## config.mk

```make
export PLATFORM = sky130hd
export DESIGN_NAME = iqa_assembler
export DESIGN_NICKNAME = d
export VERILOG_FILES = /design/src/iqa_pkg.sv /design/src/iqa_period_gen.sv /design/src/iqa_assembler.sv
export SDC_FILE = /design/constraint.sdc
export NUM_CORES = 1
export LEC_CHECK = 0
export BUFFER_PORTS_ARGS = -buffer_cell sky130_fd_sc_hd__buf_2
export CORE_MARGIN = 2
export CORE_UTILIZATION = 41
export DETAILED_ROUTE_END_ITERATION = 8
export PLACE_DENSITY = 0.68
export SYNTH_ARGS = -nofsm -noshare
export SYNTH_HDL_FRONTEND = slang
export SYNTH_SLANG_ARGS = --single-unit
```

## constraint.sdc

```tcl
create_clock -name clk -period 3.62 [get_ports clk]
set_input_delay 0.362 -clock clk [delete_from_list [all_inputs] [get_ports clk]]
set_output_delay 0.362 -clock clk [all_outputs]
set_load 0.02 [all_outputs]
```

## src/iqa_pkg.sv

```systemverilog
// Constants and types shared by the I/Q input data assembler.
package iqa_pkg;
	// ---------------------------------------------------------------
	// Register map
	// ---------------------------------------------------------------
	localparam logic [7:0] IQA_ADDR_CFG = 8'h01;
	localparam logic [7:0] IQA_ADDR_PROFILE = 8'h06;
	localparam logic [7:0] IQA_ADDR_FORMAT = 8'h20;
	localparam logic [7:0] IQA_ADDR_CIC = 8'h21;
	localparam logic [7:0] IQA_ADDR_STATUS = 8'h22;
	localparam logic [7:0] IQA_ADDR_CMD = 8'h23;
	// ---------------------------------------------------------------
	// Field positions and reset values
	// ---------------------------------------------------------------
	localparam int IQA_CONT_BIT = 6;
	localparam int IQA_HB3_BYPASS_BIT = 0;
	localparam int IQA_MULT_EN_BIT = 7;
	localparam int IQA_LOCK_BIT = 0;
	localparam int IQA_OVF_BIT = 1;
	localparam int IQA_RESET_CMD_BIT = 0;
	localparam logic [7:0] IQA_CFG_RST = 8'h00;
	localparam logic [7:0] IQA_PROFILE_RST = 8'h00;
	localparam logic [1:0] IQA_FORMAT_RST = 2'h0;
	localparam logic [5:0] IQA_CIC_RST = 6'h02;
	localparam logic [5:0] IQA_CIC_MIN = 6'h02;
	// ---------------------------------------------------------------
	// Timing
	// ---------------------------------------------------------------
	localparam int IQA_CLK_HZ = 10000000;
	localparam int IQA_SETTLE_US = 1000;
	localparam int IQA_SETTLE_CYC = IQA_SETTLE_US * (IQA_CLK_HZ / 1000000);
	// ---------------------------------------------------------------
	// Types
	// ---------------------------------------------------------------
	typedef enum logic [1:0] {
		IQA_FMT_FULL,
		IQA_FMT_HALF,
		IQA_FMT_QUARTER,
		IQA_FMT_RSVD
	} iqa_format_t;
endpackage

```

## src/iqa_period_gen.sv

```systemverilog
// Word period counter that restarts on a strobe rising edge.
`timescale 1ns/100ps
module iqa_period_gen import iqa_pkg::*; #(
	parameter int CW = 9
) (
	input wire logic clk,
	input wire logic rst_n,
	input wire logic restart,
	input wire logic [CW-1:0] period,
	output logic mid_tick,
	output logic end_tick
);
	logic [CW-1:0] cnt_q;

	// Counting from the edge keeps the capture point centred.
	always_ff @(posedge clk or negedge rst_n) begin
		if (!rst_n) begin
			cnt_q <= '0;
		end else if (restart || cnt_q >= period - 1'b1) begin
			cnt_q <= '0;
		end else begin
			cnt_q <= cnt_q + 1'b1;
		end
	end

	// The counter clears one clock after the rise is seen, so the capture sits one
	// clock before the half count, which keeps it in the middle of the word.
	assign mid_tick = !restart && (cnt_q == (period >> 1) - 1'b1);
	assign end_tick = !restart && (cnt_q >= period - 1'b1);
endmodule // iqa_period_gen

```

## src/iqa_assembler.sv

```systemverilog
// I/Q input data assembler for the quadrature upconverter.
//
// The implementer's own choices: the address-and-strobe port and the placing of the registers.
`timescale 1ns/100ps
module iqa_assembler import iqa_pkg::*; #(
	parameter int CW = 9
) (
	input wire logic clk,
	input wire logic rst_n,
	input wire logic [7:0] reg_addr,
	input wire logic [7:0] reg_wdata,
	input wire logic reg_wr,
	input wire logic reg_rd,
	output logic [7:0] reg_rdata,
	input wire logic tx_frame_strobe,
	input wire logic [11:0] data_in,
	input wire logic pll_locked,
	output logic [11:0] i_out,
	output logic [11:0] q_out,
	output logic iq_valid,
	output logic cic_overflow
);
	// ---------------------------------------------------------------
	// Pin synchronisers
	// ---------------------------------------------------------------
	logic strb_m_q, strb_s_q, strb_d_q, lock_m_q, lock_s_q;
	logic [11:0] din_m_q, din_s_q;

	always_ff @(posedge clk or negedge rst_n) begin
		if (!rst_n) begin
			strb_m_q <= 1'b0;
			strb_s_q <= 1'b0;
			strb_d_q <= 1'b0;
			din_m_q <= 12'h000;
			din_s_q <= 12'h000;
			lock_m_q <= 1'b0;
			lock_s_q <= 1'b0;
		end else begin
			strb_m_q <= tx_frame_strobe;
			strb_s_q <= strb_m_q;
			strb_d_q <= strb_s_q;
			din_m_q <= data_in;
			din_s_q <= din_m_q;
			lock_m_q <= pll_locked;
			lock_s_q <= lock_m_q;
		end
	end

	logic strb_rise;
	assign strb_rise = strb_s_q && !strb_d_q;

	// ---------------------------------------------------------------
	// Registers
	// ---------------------------------------------------------------
	logic [7:0] cfg_q, prof_q;
	logic [1:0] fmt_q;
	logic [5:0] cic_q;
	logic ovf_q, rst_cmd;
	logic cont_mode, hb3_bypass, mult_en;

	assign cont_mode = cfg_q[IQA_CONT_BIT];
	assign mult_en = cfg_q[IQA_MULT_EN_BIT];
	assign hb3_bypass = prof_q[IQA_HB3_BYPASS_BIT];
	assign rst_cmd = reg_wr && reg_addr == IQA_ADDR_CMD &&
		reg_wdata[IQA_RESET_CMD_BIT];

	always_ff @(posedge clk or negedge rst_n) begin
		if (!rst_n) begin
			cfg_q <= IQA_CFG_RST;
			prof_q <= IQA_PROFILE_RST;
			fmt_q <= IQA_FORMAT_RST;
			cic_q <= IQA_CIC_RST;
		end else if (reg_wr) begin
			case (reg_addr)
				IQA_ADDR_CFG: cfg_q <= reg_wdata;
				IQA_ADDR_PROFILE: prof_q <= reg_wdata;
				IQA_ADDR_FORMAT: fmt_q <= reg_wdata[1:0];
				IQA_ADDR_CIC: begin
					if (reg_wdata[5:0] >= IQA_CIC_MIN) begin
						cic_q <= reg_wdata[5:0];
					end
				end
				default: ;
			endcase
		end
	end

	always_ff @(posedge clk or negedge rst_n) begin
		if (!rst_n) begin
			reg_rdata <= 8'h00;
		end else if (reg_rd) begin
			case (reg_addr)
				IQA_ADDR_CFG: reg_rdata <= cfg_q;
				IQA_ADDR_PROFILE: reg_rdata <= prof_q;
				IQA_ADDR_FORMAT: reg_rdata <= {6'h00, fmt_q};
				IQA_ADDR_CIC: reg_rdata <= {2'h0, cic_q};
				IQA_ADDR_STATUS: reg_rdata <= {6'h00, ovf_q, lock_s_q};
				default: reg_rdata <= 8'h00;
			endcase
		end else begin
			reg_rdata <= 8'h00;
		end
	end

	// Overflow is sticky; only the reset command clears it, and a fresh
	// cause in the same cycle wins.
	always_ff @(posedge clk or negedge rst_n) begin
		if (!rst_n) begin
			ovf_q <= 1'b0;
		end else if (cont_mode && mult_en && !lock_s_q) begin
			ovf_q <= 1'b1;
		end else if (rst_cmd) begin
			ovf_q <= 1'b0;
		end
	end

	// ---------------------------------------------------------------
	// Word period
	// ---------------------------------------------------------------
	iqa_format_t fmt;
	logic [CW-1:0] period;
	logic mid_tick, end_tick;

	assign fmt = iqa_format_t'(fmt_q);

	// Continuous mode forces full word; quarter word ignores HB3 bypass.
	always_comb begin
		if (cont_mode || fmt == IQA_FMT_FULL || fmt == IQA_FMT_HALF) begin
			period = hb3_bypass ? CW'({cic_q, 1'b0}) :
				CW'({cic_q, 2'b00});
		end else begin
			period = CW'(cic_q);
		end
	end

	iqa_period_gen #(.CW(CW)) u_period (
		.clk(clk),
		.rst_n(rst_n),
		.restart(strb_rise),
		.period(period),
		.mid_tick(mid_tick),
		.end_tick(end_tick)
	);

	// ---------------------------------------------------------------
	// Assembly
	// ---------------------------------------------------------------
	logic synced_q, low_seen_q, zero_q;
	logic [2:0] slice_q;
	logic [11:0] i_acc_q, q_acc_q;
	logic [2:0] last_slice;
	logic [7:0] mode_q;
	logic mode_chg;

	assign last_slice = cont_mode ? 3'h1 :
		fmt == IQA_FMT_HALF ? 3'h3 :
		fmt == IQA_FMT_QUARTER ? 3'h7 : 3'h1;
	assign mode_chg = mode_q != {cfg_q[IQA_CONT_BIT], fmt_q, prof_q[4:0]};

	always_ff @(posedge clk or negedge rst_n) begin
		if (!rst_n) begin
			mode_q <= 8'h00;
		end else begin
			mode_q <= {cfg_q[IQA_CONT_BIT], fmt_q, prof_q[4:0]};
		end
	end

	// Burst: a low strobe spanning a full period means the burst ended.
	always_ff @(posedge clk or negedge rst_n) begin
		if (!rst_n) begin
			low_seen_q <= 1'b0;
			zero_q <= 1'b0;
		end else if (strb_rise || cont_mode) begin
			low_seen_q <= 1'b0;
			zero_q <= 1'b0;
		end else if (end_tick) begin
			low_seen_q <= !strb_s_q;
			zero_q <= zero_q || (low_seen_q && !strb_s_q);
		end
	end

	always_ff @(posedge clk or negedge rst_n) begin
		if (!rst_n) begin
			synced_q <= 1'b0;
			slice_q <= 3'h0;
			i_acc_q <= 12'h000;
			q_acc_q <= 12'h000;
		end else if (mode_chg) begin
			synced_q <= 1'b0;
			slice_q <= 3'h0;
		end else if (strb_rise) begin
			synced_q <= 1'b1;
			slice_q <= 3'h0;
		end else if (synced_q && mid_tick) begin
			if (cont_mode) begin
				// Strobe level says which half of the pair is on the bus.
				if (strb_s_q) begin
					i_acc_q <= din_s_q;
				end else begin
					q_acc_q <= din_s_q;
				end
				slice_q <= strb_s_q ? 3'h1 : 3'h0;
			end else begin
				case (fmt)
					IQA_FMT_HALF: begin
						if (!slice_q[1]) begin
							i_acc_q <= {i_acc_q[5:0], din_s_q[11:6]};
						end else begin
							q_acc_q <= {q_acc_q[5:0], din_s_q[11:6]};
						end
					end
					IQA_FMT_QUARTER: begin
						if (!slice_q[2]) begin
							i_acc_q <= {i_acc_q[8:0], din_s_q[11:9]};
						end else begin
							q_acc_q <= {q_acc_q[8:0], din_s_q[11:9]};
						end
					end
					default: begin
						if (slice_q[0]) begin
							q_acc_q <= din_s_q;
						end else begin
							i_acc_q <= din_s_q;
						end
					end
				endcase
				slice_q <= (slice_q == last_slice) ? 3'h0 : slice_q + 3'h1;
			end
		end
	end

	// ---------------------------------------------------------------
	// Output pair
	// ---------------------------------------------------------------
	logic pair_done;
	assign pair_done = synced_q && !mode_chg && !strb_rise && mid_tick &&
		(cont_mode ? !strb_s_q : slice_q == last_slice);

	always_ff @(posedge clk or negedge rst_n) begin
		if (!rst_n) begin
			i_out <= 12'h000;
			q_out <= 12'h000;
			iq_valid <= 1'b0;
		end else begin
			iq_valid <= pair_done;
			if (pair_done) begin
				// Zeros replace bus data once the burst has ended.
				i_out <= zero_q ? 12'h000 : i_acc_q;
				q_out <= zero_q ? 12'h000 : (cont_mode ||
					fmt == IQA_FMT_FULL ? din_s_q :
					fmt == IQA_FMT_HALF ? {q_acc_q[5:0], din_s_q[11:6]} :
					{q_acc_q[8:0], din_s_q[11:9]});
			end
		end
	end

	always_ff @(posedge clk or negedge rst_n) begin
		if (!rst_n) begin
			cic_overflow <= 1'b0;
		end else begin
			cic_overflow <= ovf_q;
		end
	end

	// ---------------------------------------------------------------
	// Checks
	// ---------------------------------------------------------------
	a_valid_one_cycle: assert property (
		@(posedge clk) disable iff (!rst_n)
		iq_valid |=> !iq_valid) else $error("valid longer than one cycle");
	a_ovf_sticky: assert property (
		@(posedge clk) disable iff (!rst_n)
		ovf_q && !rst_cmd |=> ovf_q) else $error("overflow lost");
	a_ovf_out: assert property (
		@(posedge clk) disable iff (!rst_n)
		ovf_q |=> cic_overflow) else $error("overflow not shown");
	a_zero_data: assert property (
		@(posedge clk) disable iff (!rst_n)
		pair_done && zero_q |=> i_out == 12'h000 && q_out == 12'h000)
		else $error("zero insertion missing");
	a_no_zero_cont: assert property (
		@(posedge clk) disable iff (!rst_n)
		cont_mode && pair_done |=> q_out == $past(din_s_q))
		else $error("zeros in continuous");
	a_hold_unsync: assert property (
		@(posedge clk) disable iff (!rst_n)
		!synced_q |=> !iq_valid) else $error("pair before sync");
	a_rise_restart: assert property (
		@(posedge clk) disable iff (!rst_n)
		strb_rise && !mode_chg |=> synced_q && slice_q == 3'h0)
		else $error("no resync on rise");
	a_cont_bit: assert property (
		@(posedge clk) disable iff (!rst_n)
		reg_wr && reg_addr == IQA_ADDR_CFG |=>
		cont_mode == $past(reg_wdata[IQA_CONT_BIT]))
		else $error("continuous bit not stored");
	a_hb3_bit: assert property (
		@(posedge clk) disable iff (!rst_n)
		reg_wr && reg_addr == IQA_ADDR_PROFILE |=>
		hb3_bypass == $past(reg_wdata[IQA_HB3_BYPASS_BIT]))
		else $error("bypass bit not stored");
endmodule // iqa_assembler

```

After elaboration in Yosys (flattened, before gate mapping):

Cells that the tools add are included.

* mux-type cells: 39
* equal/unequal tests: 18
* reduce and logical (&&, ||, !) cells: 35
* add/subtract/negate cells: 4
* bitwise logic cells: 2
* $lt $le $gt $ge: 2

Operators with widths (number)
* $mux W12: 9
* $mux W9: 6
* $pmux W8 S5: 1
* $eq A8 B6 Y1 const B: 4
* $mux W3: 8
* $mux W8: 3
* $pmux W12 S2: 1
* $pmux W9 S2: 1
* $reduce_and A7 Y1: 2
* $logic_and A1 B1 Y1: 13
* $ne A3 B3 Y1 const B: 4
* $mux W1: 10
* $add A9 B1 Y9 const B: 1
* $eq A9 B9 Y1: 1
* $ge A9 B9 Y1: 1
* $sub A8 B1 Y9 const B: 1
* $eq A8 B1 Y1 const B: 1
* $eq A8 B3 Y1 const B: 1
* $ne A8 B8 Y1: 1
* $sub A7 B1 Y8 const B: 1
* $ge A6 B2 Y1 const B: 1
* $reduce_and A2 Y1: 3
* $reduce_bool A2 Y1: 3
* $logic_not A1 Y1: 5
* other kinds (12): 18

* input port bits: 34
* output and inout bits: 34
* word-level logic and storage cells: 125
* bits in registers: 132

Depth between registers and ports, before layout:

Gate-level depths: netlist of run 1.

* depth in word-level cells: 11
* gate-level depth with buffers: 14

Hierarchy:

A second synthesis of run 1 with hierarchy kept.

* cells, all modules: 566
* area, all modules: 6442.4 sq um

Modules (own cells, without submodules)
* iqa_assembler: area each 5476.5 sq um, cells each 449, instances 1
* iqa_period_gen: area each 965.9 sq um, cells each 117, instances 1

Worst setup path before layout of run 1:

No wires, ideal clock.

* path type: reg-to-reg
* start point: reg fmt_q[1] (netlist: fmt[1])
* end point: reg q_out[4]
* data arrival time: 2.851 ns
* data required time: 3.493 ns
* setup slack: 0.641 ns
* stages on the path, launching flop included: 11
* path through: dfrtp_1 buf_2 nor2b_1 buf_4 nor3b_1 xnor2_1 a21oi_1 or4_4 nor4b_4 buf_6 mux2_1

* word-level cells in the longest chain between the ends: 9
* elaborated cells between the ends (all ways): 23

RTL lines
* start: declaration: RTL line iqa_assembler.sv:56 `logic [1:0] fmt_q;`
* start signal: assignment: RTL line iqa_assembler.sv:77 `IQA_ADDR_FORMAT: fmt_q <= reg_wdata[1:0];`
* $logic_not A2 Y1: RTL line iqa_assembler.sv:128, iqa_assembler.sv:250
* $logic_or A1 B1 Y1: RTL line iqa_assembler.sv:128, iqa_assembler.sv:249
* $logic_or A1 B1 Y1: RTL line iqa_assembler.sv:128 `if (cont_mode || fmt == IQA_FMT_FULL || fmt == IQA_FMT_HALF) begin`
* $mux W8: RTL line iqa_assembler.sv:128
* $sub A7 B1 Y8: RTL line iqa_period_gen.sv:28 `assign mid_tick = !restart && (cnt_q == (period >> 1) - 1'b1);`
* $eq A9 B9 Y1: RTL line iqa_period_gen.sv:28
* $logic_and A1 B1 Y1: RTL line iqa_period_gen.sv:28
* $logic_and A1 B1 Y1 (2 in a row): RTL line iqa_assembler.sv:236 `assign pair_done = synced_q && !mode_chg && !strb_rise && mid_tick &&`
* end signal: assignment: RTL line iqa_assembler.sv:249 `q_out <= zero_q ? 12'h000 : (cont_mode ||`
* end: declaration: RTL line iqa_assembler.sv:19 `output logic [11:0] q_out,`

Parallel ways exist; a longest one is shown, timed or not.
A chain may end at the register's enable or synchronous reset.

Worst setup path after layout of run 1:

* start point: reg prof_q[0]
* end point: reg i_out[11]

* word-level cells in the longest chain between the ends: 7
* elaborated cells between the ends (all ways): 11

RTL lines
* start: declaration: RTL line iqa_assembler.sv:55 `logic [7:0] cfg_q, prof_q;`
* start signal: assignment: RTL line iqa_assembler.sv:76 `IQA_ADDR_PROFILE: prof_q <= reg_wdata;`
* $mux W8: RTL line iqa_assembler.sv:129 `period = hb3_bypass ? CW'({cic_q, 1'b0}) :`
* $mux W8: RTL line iqa_assembler.sv:128
* $sub A7 B1 Y8: RTL line iqa_period_gen.sv:28
* $eq A9 B9 Y1: RTL line iqa_period_gen.sv:28
* $logic_and A1 B1 Y1: RTL line iqa_period_gen.sv:28
* $logic_and A1 B1 Y1 (*) (2 in a row): RTL line iqa_assembler.sv:236
* end signal: assignment: RTL line iqa_assembler.sv:248 `i_out <= zero_q ? 12'h000 : i_acc_q;`
* end: declaration: RTL line iqa_assembler.sv:18 `output logic [11:0] i_out,`

Mark *: on every way between the ends. The rest lies on a longest branch, timed or not.

==> results of run 1 <==
final timing paths:
| path | end | slack, ns | cells past startpoint |
|---|---|---|---|
| max | i_out[11] | 0.20 | 9 |
| min | din_m_q[10] | 0.05 | 1 |
| max reg2reg | i_out[11] | 0.20 | 9 |
| min reg2reg | din_s_q[6] | 0.34 | 0 |
| max in group asynchronous | din_m_q[6] | 2.77 | 2 |
| min in group asynchronous | din_s_q[4] | 0.09 | 1 |
registers in the layout (all words and copies together), names as in the netlist, 2 cells and up:
| signal | cells |
|---|---|
| q_acc_q | 9 |
| reg_rdata | 8 |
| cic_q | 6 |
| u_period.cnt_q | 9 |
| mode_q | 8 |
| prof_q | 8 |
| q_out | 12 |
| fmt | 2 |
| slice_q | 3 |
| cfg_q | 8 |
| i_acc_q | 12 |
| i_out | 12 |
| din_m_q | 12 |
| din_s_q | 12 |
placed cells by master (no fill, tap or decap), drive strengths merged, types with 4 or more instances in the layout:
cell,n
a222oi,4
nor4,7
nor2,54
inv,10
mux2i,12
mux2,70
dfrtp,131
nor2b,21
nand3,11
xnor2,9
a31oi,17
buf,82
a311oi,9
a21o,4
xor2,16
o21ai,16
ha,15
a211oi,10
o21a,5
nor3b,4
a22oi,15
clkinv,4
nand2b,18
a21oi,24
clkbuf,20
nand2,35
nand4,4
nor3,7
and3,8
worst max-delay path, cell delays in order, from the launching register on:
cell and delay, ns:
dfrtp_1 0.74, buf_4 0.26, nand2_1 0.07, a31oi_1 0.30, a221oi_1 0.14, a311oi_1 0.52, o2111ai_2 0.32, nor4b_4 0.37
buf_12 0.22, mux2_1 0.34
kinds of logic after synthesis:
family,after synthesis
buf+inv,41
mux,82
simple gates,189
compound gates,124
flops,132
xor+xnor,25
fa+ha+maj,15
power by group through the flow:
stage	registers (W)	logic [W]	clock network [W]
4_1_cts	0.00162	0.000480	0.00176
3_3_place_gp	0.00165	0.000463	0
6_report	0.00162	0.000476	0.00173
5_1_grt	0.00163	0.000542	0.00183
3_5_place_dp	0.00165	0.000478	0
2_1_floorplan	0.00160	0.000363	0
layout make-up:
class,instances,area (sq um),share of cell area
Clock buffer,20,447,0.0566
Clock inverter,12,154,0.0195
Inverter,8,30.0,0.00381
Multi-Input combinational cell,435,3220,0.408
Sequential cell,132,3300,0.419
Tap cell,216,270,0.0343
Timing Repair Buffer,82,467,0.0592
cell usage after synthesis (all sizes together) (5+ instances only):
cell type / count
a211oi: 10
a21oi: 24
a22oi: 15
a311oi: 9
a31oi: 17
and3: 8
buf: 13
clkbuf: 20
dfrtp: 131
ha: 15
inv: 8
mux2: 70
mux2i: 12
nand2: 35
nand2b: 18
nand3: 11
nor2: 54
nor2b: 21
nor3: 7
nor4: 7
o21a: 5
o21ai: 16
xnor2: 9
xor2: 16
stage by stage:
stage                     hold slack, ns  setup slack [ns]
after floorplan                   0.0664             0.641
after global placement             0.337             0.387
after detailed placement           0.335             0.271
after CTS                         0.0361             0.271
after global routing              0.0258            0.0103
final                             0.0519             0.203
routing by layer:
layer	wire length (um)	part of all wire	vias to the layer above	track usage
met2	7970	0.52	100	0.323
met1	6450	0.42	2473	0.218
met4	286	0.019	0	0.0652
met3	499	0.033	24	0.0473
met5	0	0	-	0
li1	-	-	2365	-
==> results.ini, run 1 <==
[global_routing]
grt_max_degree=109
antenna_found_initial=0
grt_overflow=0
grt_pass1_vias=5169
grt.total_usage=0.184
grt_pass1_wl_mm=25.7

[power_and_ir_drop]
power_frac_seq=0.424
total_power_w=0.00383
p_leak_nw=3.68
p_clk_frac=0.451
sw_frac_of_total=0.258
combPwrFrac=0.124
power_switching_w=0.000986
vdd_drop_max_mv=0.351
p_int_w=0.00284
powerDensity_nw_per_um2=485

[clock_network]
clock_latency_ns=0.41
cts_hold_buf=0
clk_pin_slew_ns=0.06
cts_buffers=17
root_buffer=clkbuf_16
cts_max_level=4
postCtsResizedCells=0
postCtsSetupRepairBufs=0
clock_path_buffers=2
cts_tree=built
cts.sinks=132

[sta]
setup_tns_ns=0
max_slew_margin=0.361
final_hold_viol_count=0
tightest_slew_ns=0.958
fin_crit_ns=3.42
skew_ns=0.00750
drv_slew=0
setup_violations=0
max_freq_mhz=293
rsz0062_at_grt=false
finalCritPeriodShare=0.944

[die]
io_pins=68
die_w_um=132
core_sq_um=15900
die_area_sq_um=17400
die_height_um=132
initial_core_util=0.420
num_rows=46

[synthesis]
synth_seq_area_share=0.493
synth-xor-area-share=0.0327
synth_fa_ha_area_frac=0.0280
syn_inst=608
synth-seq-cells=132
synthArstFlopShare=1.00
syn_area_per_cell_sq_um=11.0
muxShareOfSynthArea=0.135
synth_compound_area_frac=0.129
synth_top_family_by_area=simple AND/OR/NAND/NOR gates
synth.area.top_cells=dfrtp_1, mux2_2, mux2_1
synthSimpleGateAreaFrac=0.155
synth_nets=657
yosys.area.top_type=dfrtp_1
syn_area_sq_um=6700
synth_edf_count=0
ys_types=66
synth_flop_cell=dfrtp_1
ys_warn_count=0
synth_top_area_frac=0.489

[setup_path]
critPathRequiredTime_ns=3.91
timing.rr.start=prof_q[0]
arrival_ns=3.71
critical_path_class=reg -> reg
startpoint=prof_q[0]
critPathCaptureType=flip-flop
critPathLaunchType=flip-flop
cp_max_fo=24

[min_path]
min_path_type=in -> reg
hold_start=data_in[10]

[route]
drcViolationCount=0
dr_total_vias=4962
wire_per_inst_um=16.8
viasPerCell=5.48
final_antenna_net_count=0
dr.pass1.iters=5
finalWirelength_mm=15.2
drt_iter0_drc=377

[place]
placedCellCount=873
dp_hpwl_mm=10.9
gp_congestion=0.896
io_buffers=67
postPlaceCellArea_sq_um=7290

[final_layout]
fillCellCount=1455
syn2layout_area_growth_pct=17.7
post-route-util=0.495
stdcell_count=905
design_area_sq_um=7890
insertedDiodeCount=0
layout.nets=725
drive_above_1_share=0.260

[job]
cap_violations=0

[run_status]
outcome=complete, no violations

No activity file was read; power rests on OpenSTA's default activity.
==> inputs of run 2 (changes only) <==
- RECOVER_POWER: not set -> 100
==> run 2 against run 1 <==
  * The flow now finishes with violations (max-capacitance violations, max-slew violations)
  * Count of clock-buffer cells in the layout unchanged
  * Cell count unchanged
  * Sequential share of layout area up 0.49 points
  * Power down 0.18%
  * Register-to-register slack better by 0.04 ns
==> results.ini, run 2 (same netlist as run 1, synthesis figures left out) <==
[run_status]
violations=max-capacitance violations, max-slew violations
outcome=finished, violations left

[clock_network]
postCtsSetupRepairBufs=0  ; unchanged
cts.sinks=132  ; unchanged
root_buffer=clkbuf_16
cts_max_level=4  ; unchanged
clock_path_buffers=2  ; unchanged
postCtsResizedCells=0  ; unchanged
clk_pin_slew_ns=0.06  ; about the same
cts_buffers=17  ; unchanged
clock_latency_ns=0.42  ; about the same
cts_hold_buf=0  ; unchanged
cts_tree=built

[final_layout]
drive_above_1_share=0.199  ; -0.0610
syn2layout_area_growth_pct=16.3
final_common_cell=dfrtp_1
insertedDiodeCount=0  ; unchanged
fillCellCount=1495  ; +2.7%
layout.nets=725  ; unchanged
layout_common_cells=dfrtp_1, nor2_1, mux2_2

[place]
place_ws_ns=0.271  ; unchanged
io_buffers=67  ; unchanged
dp_hpwl_mm=10.9  ; unchanged
gp_congestion=0.896  ; unchanged

[power_and_ir_drop]
combPwrFrac=0.123  ; about the same
vdd_drop_max_mv=0.352  ; +0.38%
powerDensity_nw_per_um2=490  ; +0.99%
p_int_w=0.00284  ; about the same
power_switching_w=0.000983  ; -0.39%
p_leak_nw=3.49  ; -4.9%
power_frac_seq=0.425  ; about the same
p_clk_frac=0.452  ; about the same
sw_frac_of_total=0.257  ; -0.000566

[sta]
max_freq_mhz=296  ; +1.1%
worst_slack_ns=0.240  ; +0.0367 ns
finalCritPeriodShare=0.934  ; -0.0101
tightest_slew_ns=2.63  ; +1.67 ns
setup_tns_ns=0  ; unchanged
setup_violations=0  ; unchanged
rsz0062_at_grt=false
final_hold_viol_count=0  ; unchanged
fin_crit_ns=3.38  ; -0.0367 ns
max_slew_margin=-0.752  ; -1.11
drv_slew=109  ; +109
skew_ns=0.00807  ; +0.000572 ns

[min_path]
hold_end=din_m_q[5]
hold_depth=1  ; unchanged
hold_start=data_in[5]
min_path_type=in -> reg

[setup_path]
critPathLaunchType=flip-flop
critPathCaptureType=flip-flop
critPathRequiredTime_ns=3.92  ; about the same
r2r_end=i_acc_q[4]
reg2regPathDepth=9  ; unchanged
cp_max_fo=15  ; -38%
critical_path_class=reg -> reg
r2r_slack_ns=0.24  ; +0.04 ns
arrival_ns=3.68  ; -0.03 ns
timing.rr.start=prof_q[0]

[global_routing]
grt_overflow=0  ; unchanged
antenna_found_initial=0  ; unchanged
grt_pass1_vias=5169  ; unchanged
grt_pass1_wl_mm=25.7  ; unchanged
grt_max_degree=109  ; unchanged
grt.total_usage=0.184  ; unchanged

[route]
final_antenna_net_count=0  ; unchanged
dr.pass1.iters=5  ; unchanged
wire_per_inst_um=16.9  ; +0.34%
viasPerCell=5.57  ; +1.6%
drt_iter0_drc=382  ; +1.3%
dr_total_vias=5040  ; +1.6%
drcViolationCount=0  ; unchanged
finalWirelength_mm=15.3  ; +0.34%

[die]
core_sq_um=15900  ; unchanged
die_height_um=132  ; unchanged
die_w_um=132  ; unchanged
initial_core_util=0.420  ; unchanged
io_pins=68  ; unchanged
die_area_sq_um=17400  ; unchanged
num_rows=46  ; unchanged

[job]
cap_violations=1  ; +1

-- run 2: changes by cell type in the layout (fill, tap and decap cells not counted), sizes merged --
cell and delta:
buf -42, clkbuf +42
-- run 2: per-stage QoR --
step	hold slack [ns]	instance area, sq um	std cells	total power, W	util
global route	0.0258	7800	905	0.00401	0.489
finish	0.0502	7800	905	0.00382	0.489
detailed placement	0.335	7290	873	0.00213	0.457
CTS	0.0361	7890	905	0.00386	0.495
global placement	0.337	7290	873	0.00211	0.457
floorplan	0.0664	6700	608	0.00196	-
-- run 2: layer usage --
metal / track usage / wire [um] / up-vias / part of all wire
met2: 0.323 / 8060 / 142 / 0.53
met3: 0.0473 / 645 / 24 / 0.042
met4: 0.0652 / 277 / 0 / 0.018
li1: - / - / 2360 / -
met5: 0 / 0 / - / 0
met1: 0.218 / 6270 / 2514 / 0.41
-- run 2: worst max-delay path, stage by stage, from the launching register on --
cell and delay [ns]:
dfrtp_1 0.73, buf_4 0.26, nand2_1 0.07, a31oi_1 0.30, a221oi_1 0.14, a311oi_1 0.47, o2111ai_2 0.28, nor3_1 0.26
clkbuf_2 0.35, mux2_2 0.38
-- run 2: cell type report --
cell class / count / area (sq um) / area share
sequential: 132 / 3300 / 0.424
multi-input combinational: 435 / 3200 / 0.410
clock buffer: 20 / 447 / 0.0573
timing repair buffer: 82 / 395 / 0.0507
tap: 216 / 270 / 0.0347
clock inverter: 12 / 154 / 0.0197
inverter: 8 / 30.0 / 0.00385
-- run 2: worst max-delay path by stage --
stage,from,slack [ns],to,cells past startpoint
after floorplan,fmt[1],0.64,q_out[4],10
after global placement,fmt[1],0.39,q_out[1],9
after detailed placement,prof_q[0],0.27,i_out[11],9
after CTS,prof_q[0],0.27,i_out[11],9
after global routing,prof_q[0],0.01,u_period.cnt_q[7],11
final,prof_q[0],0.24,i_acc_q[4],9
-- run 2: power groups by stage --
stage | Combinational (W) | Sequential, W | Clock [W]
floorplan | 0.000363 | 0.00160 | 0
global placement | 0.000463 | 0.00165 | 0
detailed placement | 0.000478 | 0.00165 | 0
CTS | 0.000480 | 0.00162 | 0.00176
global route | 0.000536 | 0.00163 | 0.00183
finish | 0.000471 | 0.00162 | 0.00172
==> inputs of run 3 (changes only) <==
- BUFFER_PORTS_ARGS: -buffer_cell sky130_fd_sc_hd__buf_2 -> -buffer_cell sky130_fd_sc_hd__clkbuf_2
==> run 3 against run 2 <==
  * The run still ends with max-capacitance violations, max-slew violations left
  * Cell count up 0.11%
  * Power down 0.41%
  * Hold slack worse by 0.00070 ns
  * Via count decreased by 1.4%
  * Clock skew increased by 0.0040 ns
  * Die area did not move
  * Critical endpoint is now i_out[3]
  * Utilization grew 0.055 points
  * Design area up 0.11%
  * Sequential share of layout area about the same
==> results.ini, run 3 (same netlist as run 1, synthesis figures left out) <==
[run_status]
outcome=finished, violations left
violations=max-capacitance violations, max-slew violations

[power_and_ir_drop]
total_power_w=0.00380  ; -0.41%
p_clk_frac=0.450  ; -0.002
vdd_drop_max_mv=0.324  ; -7.9%
combPwrFrac=0.123  ; about the same
p_int_w=0.00282  ; -0.60%
powerDensity_nw_per_um2=487  ; -0.52%
p_leak_nw=3.51  ; +0.45%
power_switching_w=0.000984  ; +0.13%
sw_frac_of_total=0.259  ; +0.00140
power_frac_seq=0.427  ; +0.002

[final_layout]
drive_above_1_share=0.199  ; -0.000288
layout.nets=726  ; +0.14%
layout_common_cells=dfrtp_1, nor2_1, mux2_2
stdcell_count=906  ; +0.11%
syn2layout_area_growth_pct=16.4
insertedDiodeCount=0  ; unchanged
final_common_cell=dfrtp_1
design_area_sq_um=7810  ; +0.11%

[setup_path]
critPathCapture=i_out[3]
reg2regPathDepth=9  ; unchanged
cp_slowest_cell=dfrtp_1
startpoint=cfg_q[6]
r2r_end=i_out[3]
cp_max_fo=24  ; +9
timing.rr.start=cfg_q[6]
cp_top_family=simple AND/OR/NAND/NOR gates
critical_path_buf_inv_count=2  ; unchanged
crit_chain=nand2b_1, clkbuf_2, a31oi_1, or3_1, a311oi_1, o2111ai_1, nor4b_4, buf_12, mux2_1
arrival_ns=3.64  ; -0.04 ns
critPathLaunchType=flip-flop
critPathRequiredTime_ns=3.91  ; about the same
worst-path-stages=9  ; unchanged
max_stage_delay_ns=0.48  ; -0.25 ns
r2r_slack_ns=0.27  ; +0.03 ns
critPathCaptureType=flip-flop
critical_path_class=reg -> reg

[sta]
fin_crit_ns=3.35  ; -0.0323 ns
final_hold_viol_count=0  ; unchanged
skew_ns=0.0121  ; +0.00404 ns
finalCritPeriodShare=0.925  ; -0.00894
max_freq_mhz=299  ; +0.97%
tightest_slew_ns=2.76  ; +0.131 ns
setup_tns_ns=0  ; unchanged
setup_violations=0  ; unchanged
rsz0062_at_grt=false
max_slew_margin=-0.839  ; -0.0871
drv_slew=117  ; +7.3%

[route]
dr_total_vias=4970  ; -1.4%
dr.pass1.iters=5  ; unchanged
drt_iter0_drc=355  ; -7.1%
finalWirelength_mm=14.8  ; -2.7%
drcViolationCount=0  ; unchanged
wire_per_inst_um=16.4  ; -2.8%
final_antenna_net_count=0  ; unchanged
viasPerCell=5.49  ; -1.5%

[place]
gp_congestion=0.843  ; -5.9%
dp_hpwl_mm=10.5  ; -3.0%
io_buffers=67  ; unchanged
postPlaceCellArea_sq_um=7300  ; +0.10%
placedCellCount=874  ; +0.11%

[global_routing]
grt_overflow=0  ; unchanged
grt_pass1_wl_mm=25.2  ; -1.9%
grt_pass1_vias=5094  ; -1.5%
grt_max_degree=117  ; +7.3%
antenna_found_initial=0  ; unchanged
grt.total_usage=0.180  ; -0.00449

[die]
die_area_sq_um=17400  ; unchanged
io_pins=68  ; unchanged
die_w_um=132  ; unchanged
core_sq_um=15900  ; unchanged
num_rows=46  ; unchanged
die_height_um=132  ; unchanged
initial_core_util=0.420  ; unchanged

[clock_network]
clk_pin_slew_ns=0.06  ; about the same
cts_hold_buf=0  ; unchanged
cts_buffers=17  ; unchanged
cts_max_level=4  ; unchanged
postCtsSetupRepairBufs=0  ; unchanged
cts.sinks=132  ; unchanged
root_buffer=clkbuf_16
clock_latency_ns=0.42  ; about the same
clock_path_buffers=2  ; unchanged
postCtsResizedCells=0  ; unchanged
cts_tree=built

[min_path]
min_path_type=in -> reg

[job]
cap_violations=1  ; unchanged

run 3: changes by cell type in the layout (fill, tap and decap cells not counted), moves of 2 or more:
cell and delta:
clkinv_4 +2, clkbuf_8 +3, buf_2 -31, inv_6 -2, clkbuf_2 +32
run 3: power by group through the flow:
stage / registers (W) / clock network (W) / logic, W
floorplan: 0.00160 / 0 / 0.000363
global placement: 0.00165 / 0 / 0.000465
CTS: 0.00162 / 0.00174 / 0.000479
global route: 0.00163 / 0.00182 / 0.000528
finish: 0.00162 / 0.00171 / 0.000468
detailed placement: 0.00165 / 0 / 0.000475
run 3: worst min path at each step:
stage / to / start / cells after the start
after detailed placement: din_s_q[11] / din_m_q[11] / 0
after floorplan: cfg_q[0] / rst_n / 0
after CTS: din_m_q[10] / data_in[10] / 1
after global placement: lock_s_q / lock_m_q / 0
final: lock_m_q / pll_locked / 1
after global routing: din_m_q[1] / data_in[1] / 1
run 3: metrics by stage:
stage	worst slack [ns]	utilization	hold WS [ns]
after floorplan	0.641	-	0.0664
after global placement	0.373	0.458	0.338
after detailed placement	0.349	0.458	0.335
after CTS	0.338	0.496	0.0377
after global routing	0.0160	0.490	0.0373
final	0.272	0.490	0.0495
run 3: layer usage:
layer  wire length [um]  GRT usage  up-vias  share of wire
met2               7520      0.307      124           0.51
met5                  0          0        -              0
li1                   -          -     2358              -
met4                388     0.0797        0          0.026
met3                530     0.0408       35          0.036
met1               6410      0.217     2453           0.43
run 3: cell type report:
class / instances / area, sq um
timing repair buffer: 83 / 397
multi-input combinational: 435 / 3200
clock inverter: 11 / 126
clock buffer: 21 / 480
fill: 1483 / 8140
tap: 216 / 270
inverter: 8 / 30.0
sequential: 132 / 3300
